--- config.mk ---
export PLATFORM = sky130hd
export DESIGN_NAME = drive_stop_action_selector
export DESIGN_NICKNAME = d
export VERILOG_FILES = /design/src/rtl/stop_pkg.sv /design/src/rtl/stop_if.sv /design/src/rtl/drive_stop_action_selector.sv /design/src/rtl/option_decoder.sv
export SDC_FILE = /design/constraint.sdc
export NUM_CORES = 1
export LEC_CHECK = 0
export ABC_CLOCK_PERIOD_IN_PS = 4000
export BUFFER_PORTS_ARGS = -buffer_cell sky130_fd_sc_hd__buf_2
export CORE_UTILIZATION = 54
export DETAILED_ROUTE_END_ITERATION = 7
export HOLD_SLACK_MARGIN = 0.12
export PLACE_DENSITY = 0.82
export SYNTH_ARGS = -nofsm -noshare
export SYNTH_HDL_FRONTEND = slang
export SYNTH_HIERARCHICAL = 1
export SYNTH_SLANG_ARGS = --single-unit
--- constraint.sdc ---
create_clock -name pclk -period 4 [get_ports pclk]
set_clock_uncertainty 0.1 [all_clocks]
set_input_delay 0.6 -clock pclk [delete_from_list [all_inputs] [get_ports pclk]]
set_output_delay 0.6 -clock pclk [all_outputs]
set_load 0.01 [all_outputs]
--- src/rtl/stop_pkg.sv ---
// Constants and types shared by the stop action selector and its option decoder.
// Assumes a 32-bit APB register bus with word-indexed registers.
package stop_pkg;

	// Register indices; the byte address is four times the index
	localparam logic [15:0] IDX_CTRL       = 16'h6040;
	localparam logic [15:0] IDX_VEL_DSPD   = 16'h6049;
	localparam logic [15:0] IDX_QCK_DSPD   = 16'h604a;
	localparam logic [15:0] IDX_QUICK_ACT  = 16'h605a;
	localparam logic [15:0] IDX_SHDN_ACT   = 16'h605b;
	localparam logic [15:0] IDX_DIS_ACT    = 16'h605c;
	localparam logic [15:0] IDX_HALT_ACT   = 16'h605d;
	localparam logic [15:0] IDX_MODE       = 16'h6060;
	localparam logic [15:0] IDX_VEL_DTIM   = 16'h7000;
	localparam logic [15:0] IDX_QCK_DTIM   = 16'h7001;
	localparam logic [15:0] IDX_COMMAND    = 16'h7002;
	localparam logic [15:0] IDX_STATUS     = 16'h7003;

	// Field positions
	localparam int          CTRL_HALT_BIT  = 8;
	localparam int          ST_STATE_LSB   = 0;
	localparam int          ST_ACT_LSB     = 8;
	localparam int          ST_BRAKE_BIT   = 10;
	localparam int          ST_HALT_BIT    = 11;
	localparam int          ST_STOP_BIT    = 12;

	// Values after reset, and the velocity mode code
	localparam logic [15:0] RST_QUICK_ACT  = 16'h0002;
	localparam logic [15:0] RST_SHDN_ACT   = 16'h0001;
	localparam logic [15:0] RST_DIS_ACT    = 16'h0001;
	localparam logic [15:0] RST_HALT_ACT   = 16'h0001;
	localparam logic [31:0] RST_VEL_DSPD   = 32'h000001f4;
	localparam logic [31:0] RST_QCK_DSPD   = 32'h00001388;
	localparam logic [15:0] RST_DTIM       = 16'h0001;
	localparam logic [7:0]  RST_MODE       = 8'h00;
	localparam logic [7:0]  MODE_VELOCITY  = 8'h02;

	// Option codes
	localparam logic [15:0] OPT_0          = 16'h0000;
	localparam logic [15:0] OPT_1          = 16'h0001;
	localparam logic [15:0] OPT_2          = 16'h0002;
	localparam logic [15:0] OPT_5          = 16'h0005;
	localparam logic [15:0] OPT_6          = 16'h0006;

	// Transition commands written to the command register
	localparam logic [2:0]  CMD_NONE       = 3'h0;
	localparam logic [2:0]  CMD_SHUTDOWN   = 3'h1;
	localparam logic [2:0]  CMD_SWITCH_ON  = 3'h2;
	localparam logic [2:0]  CMD_DISABLE_OP = 3'h3;
	localparam logic [2:0]  CMD_ENABLE_OP  = 3'h4;
	localparam logic [2:0]  CMD_QUICK_STOP = 3'h5;
	localparam logic [2:0]  CMD_DIS_VOLT   = 3'h6;

	typedef enum logic [5:0] {
		st_sod   = 6'h01,
		st_rtso  = 6'h02,
		st_so    = 6'h04,
		st_oe    = 6'h08,
		st_brake = 6'h10,
		st_qsa   = 6'h20
	} state_type;

	typedef enum logic [1:0] {
		act_none  = 2'h0,
		act_free  = 2'h1,
		act_slow  = 2'h2,
		act_quick = 2'h3
	} action_type;

	typedef enum logic [1:0] {
		evt_quick    = 2'h0,
		evt_shutdown = 2'h1,
		evt_disable  = 2'h2,
		evt_halt     = 2'h3
	} evt_type;

	function automatic logic code_legal(evt_type e, logic [15:0] c);
		logic ok;
		ok = 1'b0;
		case (e)
			evt_quick:    ok = (c == OPT_0) || (c == OPT_1) || (c == OPT_2) || (c == OPT_5) || (c == OPT_6);
			evt_shutdown: ok = (c == OPT_0) || (c == OPT_1);
			evt_disable:  ok = (c == OPT_0) || (c == OPT_1);
			evt_halt:     ok = (c == OPT_1) || (c == OPT_2);
			default:      ok = 1'b0;
		endcase
		return ok;
	endfunction

endpackage

--- src/rtl/stop_if.sv ---
// Carries one stop event and its option code to the decoder, and the decoded action back.
// Assumes the decoder answers combinationally within the same cycle.
`timescale 1ns/1ps
interface stop_if;
	stop_pkg::evt_type    evt;
	logic [15:0]          code;
	stop_pkg::action_type act;
	logic                 stay;

	modport sel (output evt, output code, input act, input stay);
	modport dec (input evt, input code, output act, output stay);
endinterface

--- src/rtl/drive_stop_action_selector.sv ---
// What this block does
// Quick stop codes 0, 1, 2 stop the motor, then enter switch on disabled.
// Quick stop codes 5, 6 brake, then hold quick stop active energized.
// After codes 5 or 6, enable operation returns directly to operation enabled.
// Shutdown code 1 brakes on slow-down ramp, then enters ready to switch on.
// Shutdown or disable code 0 removes drive so the motor coasts.
// Disable code 1 brakes on slow-down ramp, then enters switched on.
// Control word bit 8 requests halt, braking as the halt code selects.
// Halt code 1 slow-down ramp, 2 quick-stop ramp; other values reserved.
// Velocity mode quick-stop deceleration comes from the quick-stop ramp setting.
// Velocity mode slow-down deceleration comes from the velocity deceleration setting.
// Reserved option code writes are ignored; the old code stays.
// Option code is latched at the trigger and held while braking.
//
// Stop action selector with a reduced power state machine behind an APB slave.
// Assumes motor_stopped is an asynchronous standstill level from the ramp generator.
// Assumes one command at a time; while braking only disable voltage is heeded, others are dropped.
//
// Chosen here: register access over APB.
`timescale 1ns/1ps
module drive_stop_action_selector #(
	parameter int ADDR_W = 18
) (
	// Clock and reset
	input  wire logic              pclk,
	input  wire logic              presetn,
	// APB slave
	input  wire logic              psel,
	input  wire logic              penable,
	input  wire logic              pwrite,
	input  wire logic [ADDR_W-1:0] paddr,
	input  wire logic [31:0]       pwdata,
	output logic      [31:0]       prdata,
	output logic                   pready,
	output logic                   pslverr,
	// Ramp generator
	input  wire logic              motor_stopped,
	output logic                   drive_enable,
	output logic      [1:0]        ramp_sel,
	output logic                   velocity_ramp,
	output logic      [31:0]       decel_speed,
	output logic      [15:0]       decel_time,
	// State
	output logic      [5:0]        power_state
);

	// One record holds every flop so reset and update each stay in one place
	typedef struct packed {
		logic [15:0]          ctrl;
		logic [15:0]          quick_code;
		logic [15:0]          shdn_code;
		logic [15:0]          dis_code;
		logic [15:0]          halt_code;
		logic [7:0]           mode;
		logic [31:0]          vel_dspd;
		logic [31:0]          qck_dspd;
		logic [15:0]          vel_dtim;
		logic [15:0]          qck_dtim;
		logic [2:0]           cmd;
		stop_pkg::state_type  st;
		stop_pkg::state_type  target;
		stop_pkg::action_type act;
		logic                 halt_on;
		stop_pkg::action_type halt_act;
		logic [1:0]           stop_sync;
		logic [31:0]          rdata;
		logic                 ready;
		logic                 err;
		logic                 drv;
		stop_pkg::action_type ramp;
		logic                 vel;
		logic [31:0]          dspd;
		logic [15:0]          dtim;
	} regs_type;

	localparam regs_type RESET_VALUE = '{
		ctrl:       16'h0000,
		quick_code: stop_pkg::RST_QUICK_ACT,
		shdn_code:  stop_pkg::RST_SHDN_ACT,
		dis_code:   stop_pkg::RST_DIS_ACT,
		halt_code:  stop_pkg::RST_HALT_ACT,
		mode:       stop_pkg::RST_MODE,
		vel_dspd:   stop_pkg::RST_VEL_DSPD,
		qck_dspd:   stop_pkg::RST_QCK_DSPD,
		vel_dtim:   stop_pkg::RST_DTIM,
		qck_dtim:   stop_pkg::RST_DTIM,
		cmd:        stop_pkg::CMD_NONE,
		st:         stop_pkg::st_sod,
		target:     stop_pkg::st_sod,
		act:        stop_pkg::act_none,
		halt_on:    1'b0,
		halt_act:   stop_pkg::act_none,
		stop_sync:  2'h0,
		rdata:      32'h00000000,
		ready:      1'b0,
		err:        1'b0,
		drv:        1'b0,
		ramp:       stop_pkg::act_none,
		vel:        1'b0,
		dspd:       32'h00000000,
		dtim:       16'h0000
	};

	regs_type    state_reg;
	regs_type    state_next;
	logic [15:0] idx;
	logic        stopped;

	stop_if dec_bus ();

	option_decoder u_decoder (
		.d (dec_bus.dec)
	);

	assign idx     = 16'(paddr[ADDR_W-1:2]);
	// Only the second synchroniser stage is read by logic
	assign stopped = state_reg.stop_sync[1];

	// Trigger picks code
	always_comb begin
		dec_bus.evt  = stop_pkg::evt_halt;
		dec_bus.code = state_reg.halt_code;
		if (state_reg.cmd == stop_pkg::CMD_QUICK_STOP) begin
			dec_bus.evt  = stop_pkg::evt_quick;
			dec_bus.code = state_reg.quick_code;
		end else if (state_reg.cmd == stop_pkg::CMD_SHUTDOWN) begin
			dec_bus.evt  = stop_pkg::evt_shutdown;
			dec_bus.code = state_reg.shdn_code;
		end else if (state_reg.cmd == stop_pkg::CMD_DISABLE_OP) begin
			dec_bus.evt  = stop_pkg::evt_disable;
			dec_bus.code = state_reg.dis_code;
		end
	end

	always_comb begin
		state_next           = state_reg;
		state_next.cmd       = stop_pkg::CMD_NONE;
		state_next.ready     = 1'b0;
		state_next.err       = 1'b0;
		state_next.stop_sync = {state_reg.stop_sync[0], motor_stopped};

		// Setup phase: decode and prepare the answer for the access phase
		if (psel && !penable) begin
			state_next.ready = 1'b1;
			state_next.rdata = 32'h00000000;
			if (paddr[1:0] != 2'h0) begin
				state_next.err = 1'b1;
			end else begin
				unique case (idx)
					stop_pkg::IDX_CTRL:      state_next.rdata = {16'h0000, state_reg.ctrl};
					stop_pkg::IDX_VEL_DSPD:  state_next.rdata = state_reg.vel_dspd;
					stop_pkg::IDX_QCK_DSPD:  state_next.rdata = state_reg.qck_dspd;
					stop_pkg::IDX_QUICK_ACT: state_next.rdata = {16'h0000, state_reg.quick_code};
					stop_pkg::IDX_SHDN_ACT:  state_next.rdata = {16'h0000, state_reg.shdn_code};
					stop_pkg::IDX_DIS_ACT:   state_next.rdata = {16'h0000, state_reg.dis_code};
					stop_pkg::IDX_HALT_ACT:  state_next.rdata = {16'h0000, state_reg.halt_code};
					stop_pkg::IDX_MODE:      state_next.rdata = {24'h000000, state_reg.mode};
					stop_pkg::IDX_VEL_DTIM:  state_next.rdata = {16'h0000, state_reg.vel_dtim};
					stop_pkg::IDX_QCK_DTIM:  state_next.rdata = {16'h0000, state_reg.qck_dtim};
					stop_pkg::IDX_COMMAND:   state_next.rdata = 32'h00000000;
					stop_pkg::IDX_STATUS: begin
						state_next.rdata[stop_pkg::ST_STATE_LSB +: 6] = state_reg.st;
						state_next.rdata[stop_pkg::ST_ACT_LSB +: 2]   = state_reg.ramp;
						state_next.rdata[stop_pkg::ST_BRAKE_BIT]      = (state_reg.st == stop_pkg::st_brake);
						state_next.rdata[stop_pkg::ST_HALT_BIT]       = state_reg.halt_on;
						state_next.rdata[stop_pkg::ST_STOP_BIT]       = stopped;
					end
					default:                 state_next.err = 1'b1;
				endcase
			end
		end

		// Access phase: writes land at the edge where pready is seen high
		if (psel && penable && state_reg.ready && !state_reg.err && pwrite) begin
			// Reject reserved codes
			// A reserved code still gets a clean answer so masters need no error path
			unique case (idx)
				stop_pkg::IDX_CTRL:      state_next.ctrl = pwdata[15:0];
				stop_pkg::IDX_VEL_DSPD:  state_next.vel_dspd = pwdata;
				stop_pkg::IDX_QCK_DSPD:  state_next.qck_dspd = pwdata;
				stop_pkg::IDX_QUICK_ACT: begin
					if (stop_pkg::code_legal(stop_pkg::evt_quick, pwdata[15:0])) begin
						state_next.quick_code = pwdata[15:0];
					end
				end
				stop_pkg::IDX_SHDN_ACT: begin
					if (stop_pkg::code_legal(stop_pkg::evt_shutdown, pwdata[15:0])) begin
						state_next.shdn_code = pwdata[15:0];
					end
				end
				stop_pkg::IDX_DIS_ACT: begin
					if (stop_pkg::code_legal(stop_pkg::evt_disable, pwdata[15:0])) begin
						state_next.dis_code = pwdata[15:0];
					end
				end
				stop_pkg::IDX_HALT_ACT: begin
					if (stop_pkg::code_legal(stop_pkg::evt_halt, pwdata[15:0])) begin
						state_next.halt_code = pwdata[15:0];
					end
				end
				stop_pkg::IDX_MODE:      state_next.mode = pwdata[7:0];
				stop_pkg::IDX_VEL_DTIM:  state_next.vel_dtim = pwdata[15:0];
				stop_pkg::IDX_QCK_DTIM:  state_next.qck_dtim = pwdata[15:0];
				stop_pkg::IDX_COMMAND:   state_next.cmd = pwdata[2:0];
				default: begin
				end
			endcase
		end

		// Power state machine, acting on the command pulse of the previous cycle
		unique case (state_reg.st)
			stop_pkg::st_sod: begin
				if (state_reg.cmd == stop_pkg::CMD_SHUTDOWN) begin
					state_next.st = stop_pkg::st_rtso;
				end
			end

			stop_pkg::st_rtso: begin
				if (state_reg.cmd == stop_pkg::CMD_SWITCH_ON) begin
					state_next.st = stop_pkg::st_so;
				end else if (state_reg.cmd == stop_pkg::CMD_DIS_VOLT || state_reg.cmd == stop_pkg::CMD_QUICK_STOP) begin
					state_next.st = stop_pkg::st_sod;
				end
			end

			stop_pkg::st_so: begin
				if (state_reg.cmd == stop_pkg::CMD_ENABLE_OP) begin
					state_next.st = stop_pkg::st_oe;
				end else if (state_reg.cmd == stop_pkg::CMD_SHUTDOWN) begin
					state_next.st = stop_pkg::st_rtso;
				end else if (state_reg.cmd == stop_pkg::CMD_DIS_VOLT || state_reg.cmd == stop_pkg::CMD_QUICK_STOP) begin
					state_next.st = stop_pkg::st_sod;
				end
			end

			stop_pkg::st_oe: begin
				if (state_reg.cmd == stop_pkg::CMD_DIS_VOLT) begin
					state_next.st      = stop_pkg::st_sod;
					state_next.halt_on = 1'b0;
				end else if (state_reg.cmd == stop_pkg::CMD_QUICK_STOP ||
				             state_reg.cmd == stop_pkg::CMD_SHUTDOWN ||
				             state_reg.cmd == stop_pkg::CMD_DISABLE_OP) begin
					state_next.halt_on = 1'b0;
					// Target is kept so leaving the brake needs no second look at a code that may change
					if (state_reg.cmd == stop_pkg::CMD_QUICK_STOP) begin
						// Hold quick stop
						state_next.target = dec_bus.stay ? stop_pkg::st_qsa : stop_pkg::st_sod;
					end else if (state_reg.cmd == stop_pkg::CMD_SHUTDOWN) begin
						state_next.target = stop_pkg::st_rtso;
					end else begin
						state_next.target = stop_pkg::st_so;
					end
					// Coast, no ramp
					if (dec_bus.act == stop_pkg::act_free) begin
						state_next.st = (state_reg.cmd == stop_pkg::CMD_QUICK_STOP) ? stop_pkg::st_sod :
						                state_next.target;
					end else begin
						// Latch braking action
						state_next.st  = stop_pkg::st_brake;
						state_next.act = dec_bus.act;
					end
				// Halt code is taken on the rising halt bit; a code write during a halt waits for the next one
				// Halt on bit 8
				end else if (state_reg.ctrl[stop_pkg::CTRL_HALT_BIT] && !state_reg.halt_on) begin
					state_next.halt_on  = 1'b1;
					state_next.halt_act = dec_bus.act;
				end else if (!state_reg.ctrl[stop_pkg::CTRL_HALT_BIT]) begin
					state_next.halt_on = 1'b0;
				end
			end

			stop_pkg::st_brake: begin
				// Enter after standstill
				// Enter after standstill
				// Removing voltage cannot wait for standstill, so braking is abandoned
				if (state_reg.cmd == stop_pkg::CMD_DIS_VOLT) begin
					state_next.st  = stop_pkg::st_sod;
					state_next.act = stop_pkg::act_none;
				end else if (stopped) begin
					// Leave after standstill
					state_next.st  = state_reg.target;
					state_next.act = stop_pkg::act_none;
				end
			end

			stop_pkg::st_qsa: begin
				// Direct re-enable
				if (state_reg.cmd == stop_pkg::CMD_ENABLE_OP) begin
					state_next.st = stop_pkg::st_oe;
				end else if (state_reg.cmd == stop_pkg::CMD_DIS_VOLT) begin
					state_next.st = stop_pkg::st_sod;
				end
			end

			// An upset state code drops the drive rather than guess where it was
			default: begin
				state_next.st  = stop_pkg::st_sod;
				state_next.act = stop_pkg::act_none;
			end
		endcase

		// Registered outputs follow the next state so they line up with it
		// Quick stop active keeps the drive on so the motor stays energized
		state_next.drv  = (state_next.st == stop_pkg::st_oe) || (state_next.st == stop_pkg::st_brake) ||
		                  (state_next.st == stop_pkg::st_qsa);
		state_next.ramp = stop_pkg::act_none;
		if (state_next.st == stop_pkg::st_brake) begin
			state_next.ramp = state_next.act;
		end else if (state_next.st == stop_pkg::st_oe && state_next.halt_on) begin
			state_next.ramp = state_next.halt_act;
		end
		// Outside velocity mode the ramp generator uses its own mode-dependent figures
		state_next.vel  = (state_next.mode == stop_pkg::MODE_VELOCITY);
		state_next.dspd = 32'h00000000;
		state_next.dtim = 16'h0000;
		if (state_next.vel) begin
			// Velocity deceleration
			if (state_next.ramp == stop_pkg::act_slow) begin
				state_next.dspd = state_next.vel_dspd;
				state_next.dtim = state_next.vel_dtim;
			// Quick-stop deceleration
			end else if (state_next.ramp == stop_pkg::act_quick) begin
				state_next.dspd = state_next.qck_dspd;
				state_next.dtim = state_next.qck_dtim;
			end
		end
	end

	always_ff @(posedge pclk or negedge presetn) begin
		if (!presetn) begin
			state_reg <= RESET_VALUE;
		end else begin
			state_reg <= state_next;
		end
	end

	assign prdata        = state_reg.rdata;
	assign pready        = state_reg.ready;
	assign pslverr       = state_reg.err;
	assign drive_enable  = state_reg.drv;
	assign ramp_sel      = state_reg.ramp;
	assign velocity_ramp = state_reg.vel;
	assign decel_speed   = state_reg.dspd;
	assign decel_time    = state_reg.dtim;
	assign power_state   = state_reg.st;

endmodule

--- src/rtl/option_decoder.sv ---
// Turns an event and its option code into a braking action.
// Assumes codes were already screened for legality at write time.
`timescale 1ns/1ps
module option_decoder (
	stop_if.dec d
);

	always_comb begin
		d.act  = stop_pkg::act_none;
		d.stay = 1'b0;
		unique case (d.evt)
			stop_pkg::evt_quick: begin
				// Stop then disable
				if (d.code == stop_pkg::OPT_0) begin
					d.act = stop_pkg::act_free;
				end else if (d.code == stop_pkg::OPT_1) begin
					d.act = stop_pkg::act_slow;
				end else if (d.code == stop_pkg::OPT_2) begin
					d.act = stop_pkg::act_quick;
				// Brake and stay
				end else if (d.code == stop_pkg::OPT_5) begin
					d.act  = stop_pkg::act_slow;
					d.stay = 1'b1;
				end else if (d.code == stop_pkg::OPT_6) begin
					d.act  = stop_pkg::act_quick;
					d.stay = 1'b1;
				end
			end
			stop_pkg::evt_shutdown, stop_pkg::evt_disable: begin
				// Free wheeling
				if (d.code == stop_pkg::OPT_0) begin
					d.act = stop_pkg::act_free;
				// Slow-down ramp
				// Slow-down ramp
				end else if (d.code == stop_pkg::OPT_1) begin
					d.act = stop_pkg::act_slow;
				end
			end
			stop_pkg::evt_halt: begin
				// Halt ramp choice
				if (d.code == stop_pkg::OPT_1) begin
					d.act = stop_pkg::act_slow;
				end else if (d.code == stop_pkg::OPT_2) begin
					d.act = stop_pkg::act_quick;
				end
			end
		endcase
	end

endmodule

Word level (Yosys, flattened, before mapping)

Cells that the tools add are included.

Bits in registers: 292
Bits in latches: 0
Memory bits (writable): 0
ROM bits: 0
Input bits: 56
Word-level logic and storage cells: 181
Memories kept: 0

Add/subtract/negate cells: 0
Multiply operators: 0
Divide/modulo/power cells: 0
Magnitude comparators: 0
Equality and inequality tests: 42
Shifts and indexed selects: 0
Mux-type cells: 80
Bitwise gates (word level): 1
Reductions and logical operators: 33

Operator list:

| cell                                             | count |
|---|---|
| == test 16 x 15 -> 1 bit (second input constant) | 12 |
| one-hot mux 19 bit (9 select lines)              | 1 |
| 2-to-1 mux 48 bit                                | 3 |
| 2-to-1 mux 107 bit                               | 1 |
| 2-to-1 mux 32 bit                                | 3 |
| 2-to-1 mux 6 bit                                 | 14 |
| 2-to-1 mux 16 bit                                | 5 |
| one-hot mux 6 bit (11 select lines)              | 1 |
| == test 16 x 3 -> 1 bit (second input constant)  | 4 |
| one-hot mux 5 bit (10 select lines)              | 1 |
| 2-to-1 mux 2 bit                                 | 21 |
| one-hot mux 6 bit (6 select lines)               | 1 |
| == test 16 x 1 -> 1 bit (second input constant)  | 2 |
| == test 16 x 2 -> 1 bit (second input constant)  | 2 |
| logical NOT 16 bit                               | 2 |
| 2-to-1 mux 1 bit                                 | 21 |
| one-hot mux 2 bit (10 select lines)              | 1 |
| AND reduction 3 bit                              | 5 |
| 2-to-1 mux 14 bit                                | 1 |
| == test 6 x 4 -> 1 bit (second input constant)   | 2 |
| == test 6 x 5 -> 1 bit (second input constant)   | 2 |
| == test 6 bit (second input constant)            | 2 |
| one-hot mux 2 bit (3 select lines)               | 2 |
| OR reduction 12 bit                              | 1 |
| 20 further kinds                                 | 46 |

Logic depth before layout (Yosys ltp)

Depth after elaboration: 26
Depth in mapped cells: 18
Gate-level depth less buffers: 14

Modules after synthesis

The synthesis kept the hierarchy.

Modules (own cells, without submodules):

| module                     | times used | cells each | area an instance (um^2) | seq. area each (um^2) |
|---|---|---|---|---|
| drive_stop_action_selector | 1          | 1,296      | 14,547.7                | 7,280.7 |
| option_decoder             | 1          | 26         | 162.7                   | 0.0 |

Worst setup path before layout

No wires, ideal clock.

Kind: reg2reg
Start: register state_reg[106] (netlist bit)
End: register state_reg, in the netlist decel_time[10]
Setup time: 131 ps
Arrival time: 3,612 ps
Path slack: 157 ps
Cell stages (with the launch flop): 16
Period minus slack after synthesis: 3,843 ps
Path through: dfrtp_1 -> clkbuf_1 -> clkbuf_1 -> mux2_2 -> o22ai_1 -> a21oi_1 -> nor4_2 -> nand3_1 -> nor3_1 -> nand2b_1 -> a32oi_1 -> inv_1 -> o211ai_1 -> buf_2 -> buf_4 -> a211oi_2

RTL lines:

| what                     | RTL line                          | source |
|---|---|---|
| start: declaration       | drive_stop_action_selector.sv:104 | `regs_type state_reg;` |
| start signal: assignment | drive_stop_action_selector.sv:333 | `state_reg <= state_next;` |

==> flow_summary.json <==
{
  "grt_antenna_before_repair": 0,
  "ys.flop_type": "dfrtp_1",
  "synth_cell_types": 74,
  "synthCells": 1322,
  "hold-path-cell-count": 2,
  "ys_ff_latch": 290,
  "path_common_cell": "buf_4",
  "nNetsFinal": 1436,
  "grt-ovfl-total": 0,
  "largest_register_ffs": 197,
  "routed_wl_mm": 40.5,
  "cts_max_path_buffers": 3,
  "finalCritPeriodShare_pct": 93.5,
  "synth_edf_count": 0,
  "crit_family": "simple AND/OR/NAND/NOR gates",
  "die_y_um": 167,
  "power_density_nw_per_um2": 364,
  "crit_chain": "buf_4 -> nand2b_1 -> buf_4 -> o22ai_1 -> a21oi_1 -> nor4_2 -> nand3_1 -> nor3_1 -> nand2b_1 -> a32oi_1 -> inv_1 -> nand4_1 -> o211ai_1 -> buf_12 -> buf_4 -> nor4_1",
  "startpoint_type": "flop",
  "wl_per_cell_um": 23.3,
  "tightest_slew_ns": 0.835,
  "cp_max_fo": 22,
  "period_needed_ns": 3.74,
  "clk_latency_ns": 0.57,
  "setup_viol": 0,
  "place_congestion": 0.917,
  "cts_made_buffers": 29,
  "dr_total_vias": 11200,
  "grt_max_degree": 111,
  "synth-seq-area-share_pct": 49.5,
  "fin_tns_setup_ns": 0,
  "crit_cells": 16,
  "rows": 60,
  "reg2reg_setup_slack_ns": 0.26,
  "leakage_uw": 0.00770,
  "max_slew_margin_pct": 44.4,
  "multiInputGateArea_um2": 6270,
  "drtIter0Drc": 1175,
  "dieArea_um2": 27900,
  "cts_num_sinks": 290,
  "fin_area_um2": 16400,
  "rr_worst_depth": 16,
  "timing.fmax_mhz": 267,
  "final-max-slew-violation-count": 0,
  "async_reset_ff_share_pct": 100,
  "syn-cell-area_um2": 14700,
  "cp-end-kind": "flop",
  "required_ns": 4.35,
  "portBuffers": 147,
  "ioPinCount": 148,
  "grt_pass1_vias": 11100,
  "clkTransAtPathRegs_ns": 0.06,
  "path_buf_inv": 5,
  "post_cts_buffers": 0,
  "regArea_um2": 7280,
  "critPathMaxStageDelay_ns": 0.37,
  "placedInstanceArea_um2": 15300,
  "rsz0062_at_grt": "false",
  "die_w_um": 167,
  "path_class": "reg -> reg",
  "drive_above_1_share_pct": 34.9,
  "vdd_drop_max_uv": 263,
  "remaining_drc_errors": 0,
  "yosysWarningCount": 6,
  "htree_levels": 1,
  "cts_tree": "built",
  "fillCellCount": 2097,
  "initial_utilization_pct": 54.9,
  "dp_hpwl_mm": 27.0,
  "post-route-util_pct": 61.1,
  "cts-root-buf": "clkbuf_16",
  "track_usage_pct": 29.2,
  "worst_hold_path_type": "in -> reg",
  "synth_area_per_cell_um2": 11.1,
  "status": "complete, no violations",
  "viasPerCell": 6.42,
  "core_region_area_um2": 26800,
  "firstDrtPassIters": 6,
  "num_antenna_cells": 0,
  "synth.net_count": 1380,
  "cp.arrival_ns": 4.09,
  "detail-route-antenna-nets": 0,
  "cp_slowest_cell": "dfrtp_1",
  "synthToLayoutAreaGrowth_pct": 11.2,
  "grt_pass1_wl_mm": 63.9,
  "drv_cap": 0,
  "hold_viol_final": 0
}
-- cells in the final DEF, fill, tap and decap left out, drive strengths merged, types with 5 or more instances in the layout --
master and n:
o22ai 21, nor2b 19, mux2i 16, o31ai 6, o21ai 72, a222oi 11, a22o 6, nor3b 5
dfrtp 271, nor4 46, inv 15, nand2 69, nor2 40, nand3 38, buf 206, nor3 47
nand4 10, mux2 145, clkbuf 39, and3 11, dfstp 19, and4 14, and2 55, a21oi 64
a22oi 50, clkinv 6, a211oi 21, nand2b 14
-- synth_stat cells (6+ instances only) --
cell / count / area (um2)
dfrtp_1: 271 / 6780
mux2i_1: 16 / 160
nand2b_1: 14 / 87.6
mux2_1: 8 / 90.1
a22o_1: 6 / 52.6
clkbuf_1: 41 / 154
nor2b_1: 19 / 119
and4_1: 14 / 123
a22oi_1: 50 / 375
nand3_1: 37 / 185
buf_6: 9 / 101
inv_1: 11 / 41.3
nor2_1: 39 / 146
nor4_2: 24 / 300
nand4_1: 10 / 62.6
a222oi_1: 11 / 110
a211oi_1: 11 / 82.6
mux2_2: 126 / 1420
nor3_2: 20 / 200
o31ai_1: 6 / 45.0
and3_1: 11 / 68.8
nor4_1: 18 / 113
dfstp_2: 19 / 499
a211oi_2: 10 / 125
buf_4: 93 / 698
o21ai_0: 68 / 340
a21oi_1: 64 / 320
mux2_4: 11 / 165
buf_2: 33 / 165
nand2_1: 69 / 259
buf_1: 7 / 26.3
o22ai_1: 21 / 131
nor3_1: 27 / 135
and2_1: 54 / 338
-- kinds of logic after synthesis --
group	Yosys count	synth area share, %
DFF	290	49.5
adders and majority gates	2	0.170
xor gates and xnor gates	4	0.238
buffers and inverters	195	8.10
and+or+nand+nor	388	16.7
muxes	161	12.5
AOI/OAI and AO/OA	282	12.9
-- power by group --
group          switching [uW]  internal, uW
combinational             129          42.8
sequential               2.09          2940
clock                    1180          1660
total                    1320          4640
-- through the flow --
step | setup slack (ns) | std cells | hold WS, ns | total power [uW]
final | 0.260 | 1740 | 0.197 | 5960
after global routing | 0.00605 | 1740 | 0.182 | 6110
after CTS | 0.213 | 1740 | 0.187 | 5980
after detailed placement | 0.267 | 1686 | 0.243 | 3160
after global placement | 0.425 | 1686 | 0.237 | 3160
after floorplan | 0.157 | 1322 | 0.204 | 3030
-- what timing repair did --
| action | in CTS | in global routing |
|---|---|---|
| hold buffers | 2 | 0 |
| resized for setup | 0 | 2 |
| hold endpoints to repair | 99 | 0 |
| setup endpoints to repair | 0 | 4 |
-- routing by layer --
metal | track usage, % | routed length [um] | share of wire [%]
met3 | 4.49 | 3300 | 8.1
met4 | 12.2 | 1590 | 3.9
met2 | 45.6 | 18600 | 46
met1 | 40.6 | 17000 | 42
met5 | 0.870 | 0 | 0
-- area by class of cell --
type                       count  share of cell area, %
tap                          341                   2.61
inverter                      12                  0.283
multi-input combinational    837                   38.3
clock buffer                  39                   5.09
timing repair buffer         208                   8.15
sequential                   290                   44.5
clock inverter                13                   1.03
-- worst paths after layout --
| path | end | from |
|---|---|---|
| hold / removal | state_reg[169] | pwdata[29] |
| setup reg to reg | decel_speed[5] | state_reg[106] |
| min in group asynchronous | prdata[23] | presetn |
| max in group asynchronous | state_reg[93] | presetn |
| hold reg to reg | state_reg[87] | state_next[87] |
| setup / recovery | decel_speed[5] | state_reg[106] |
No activity file was read; power rests on OpenSTA's default activity.
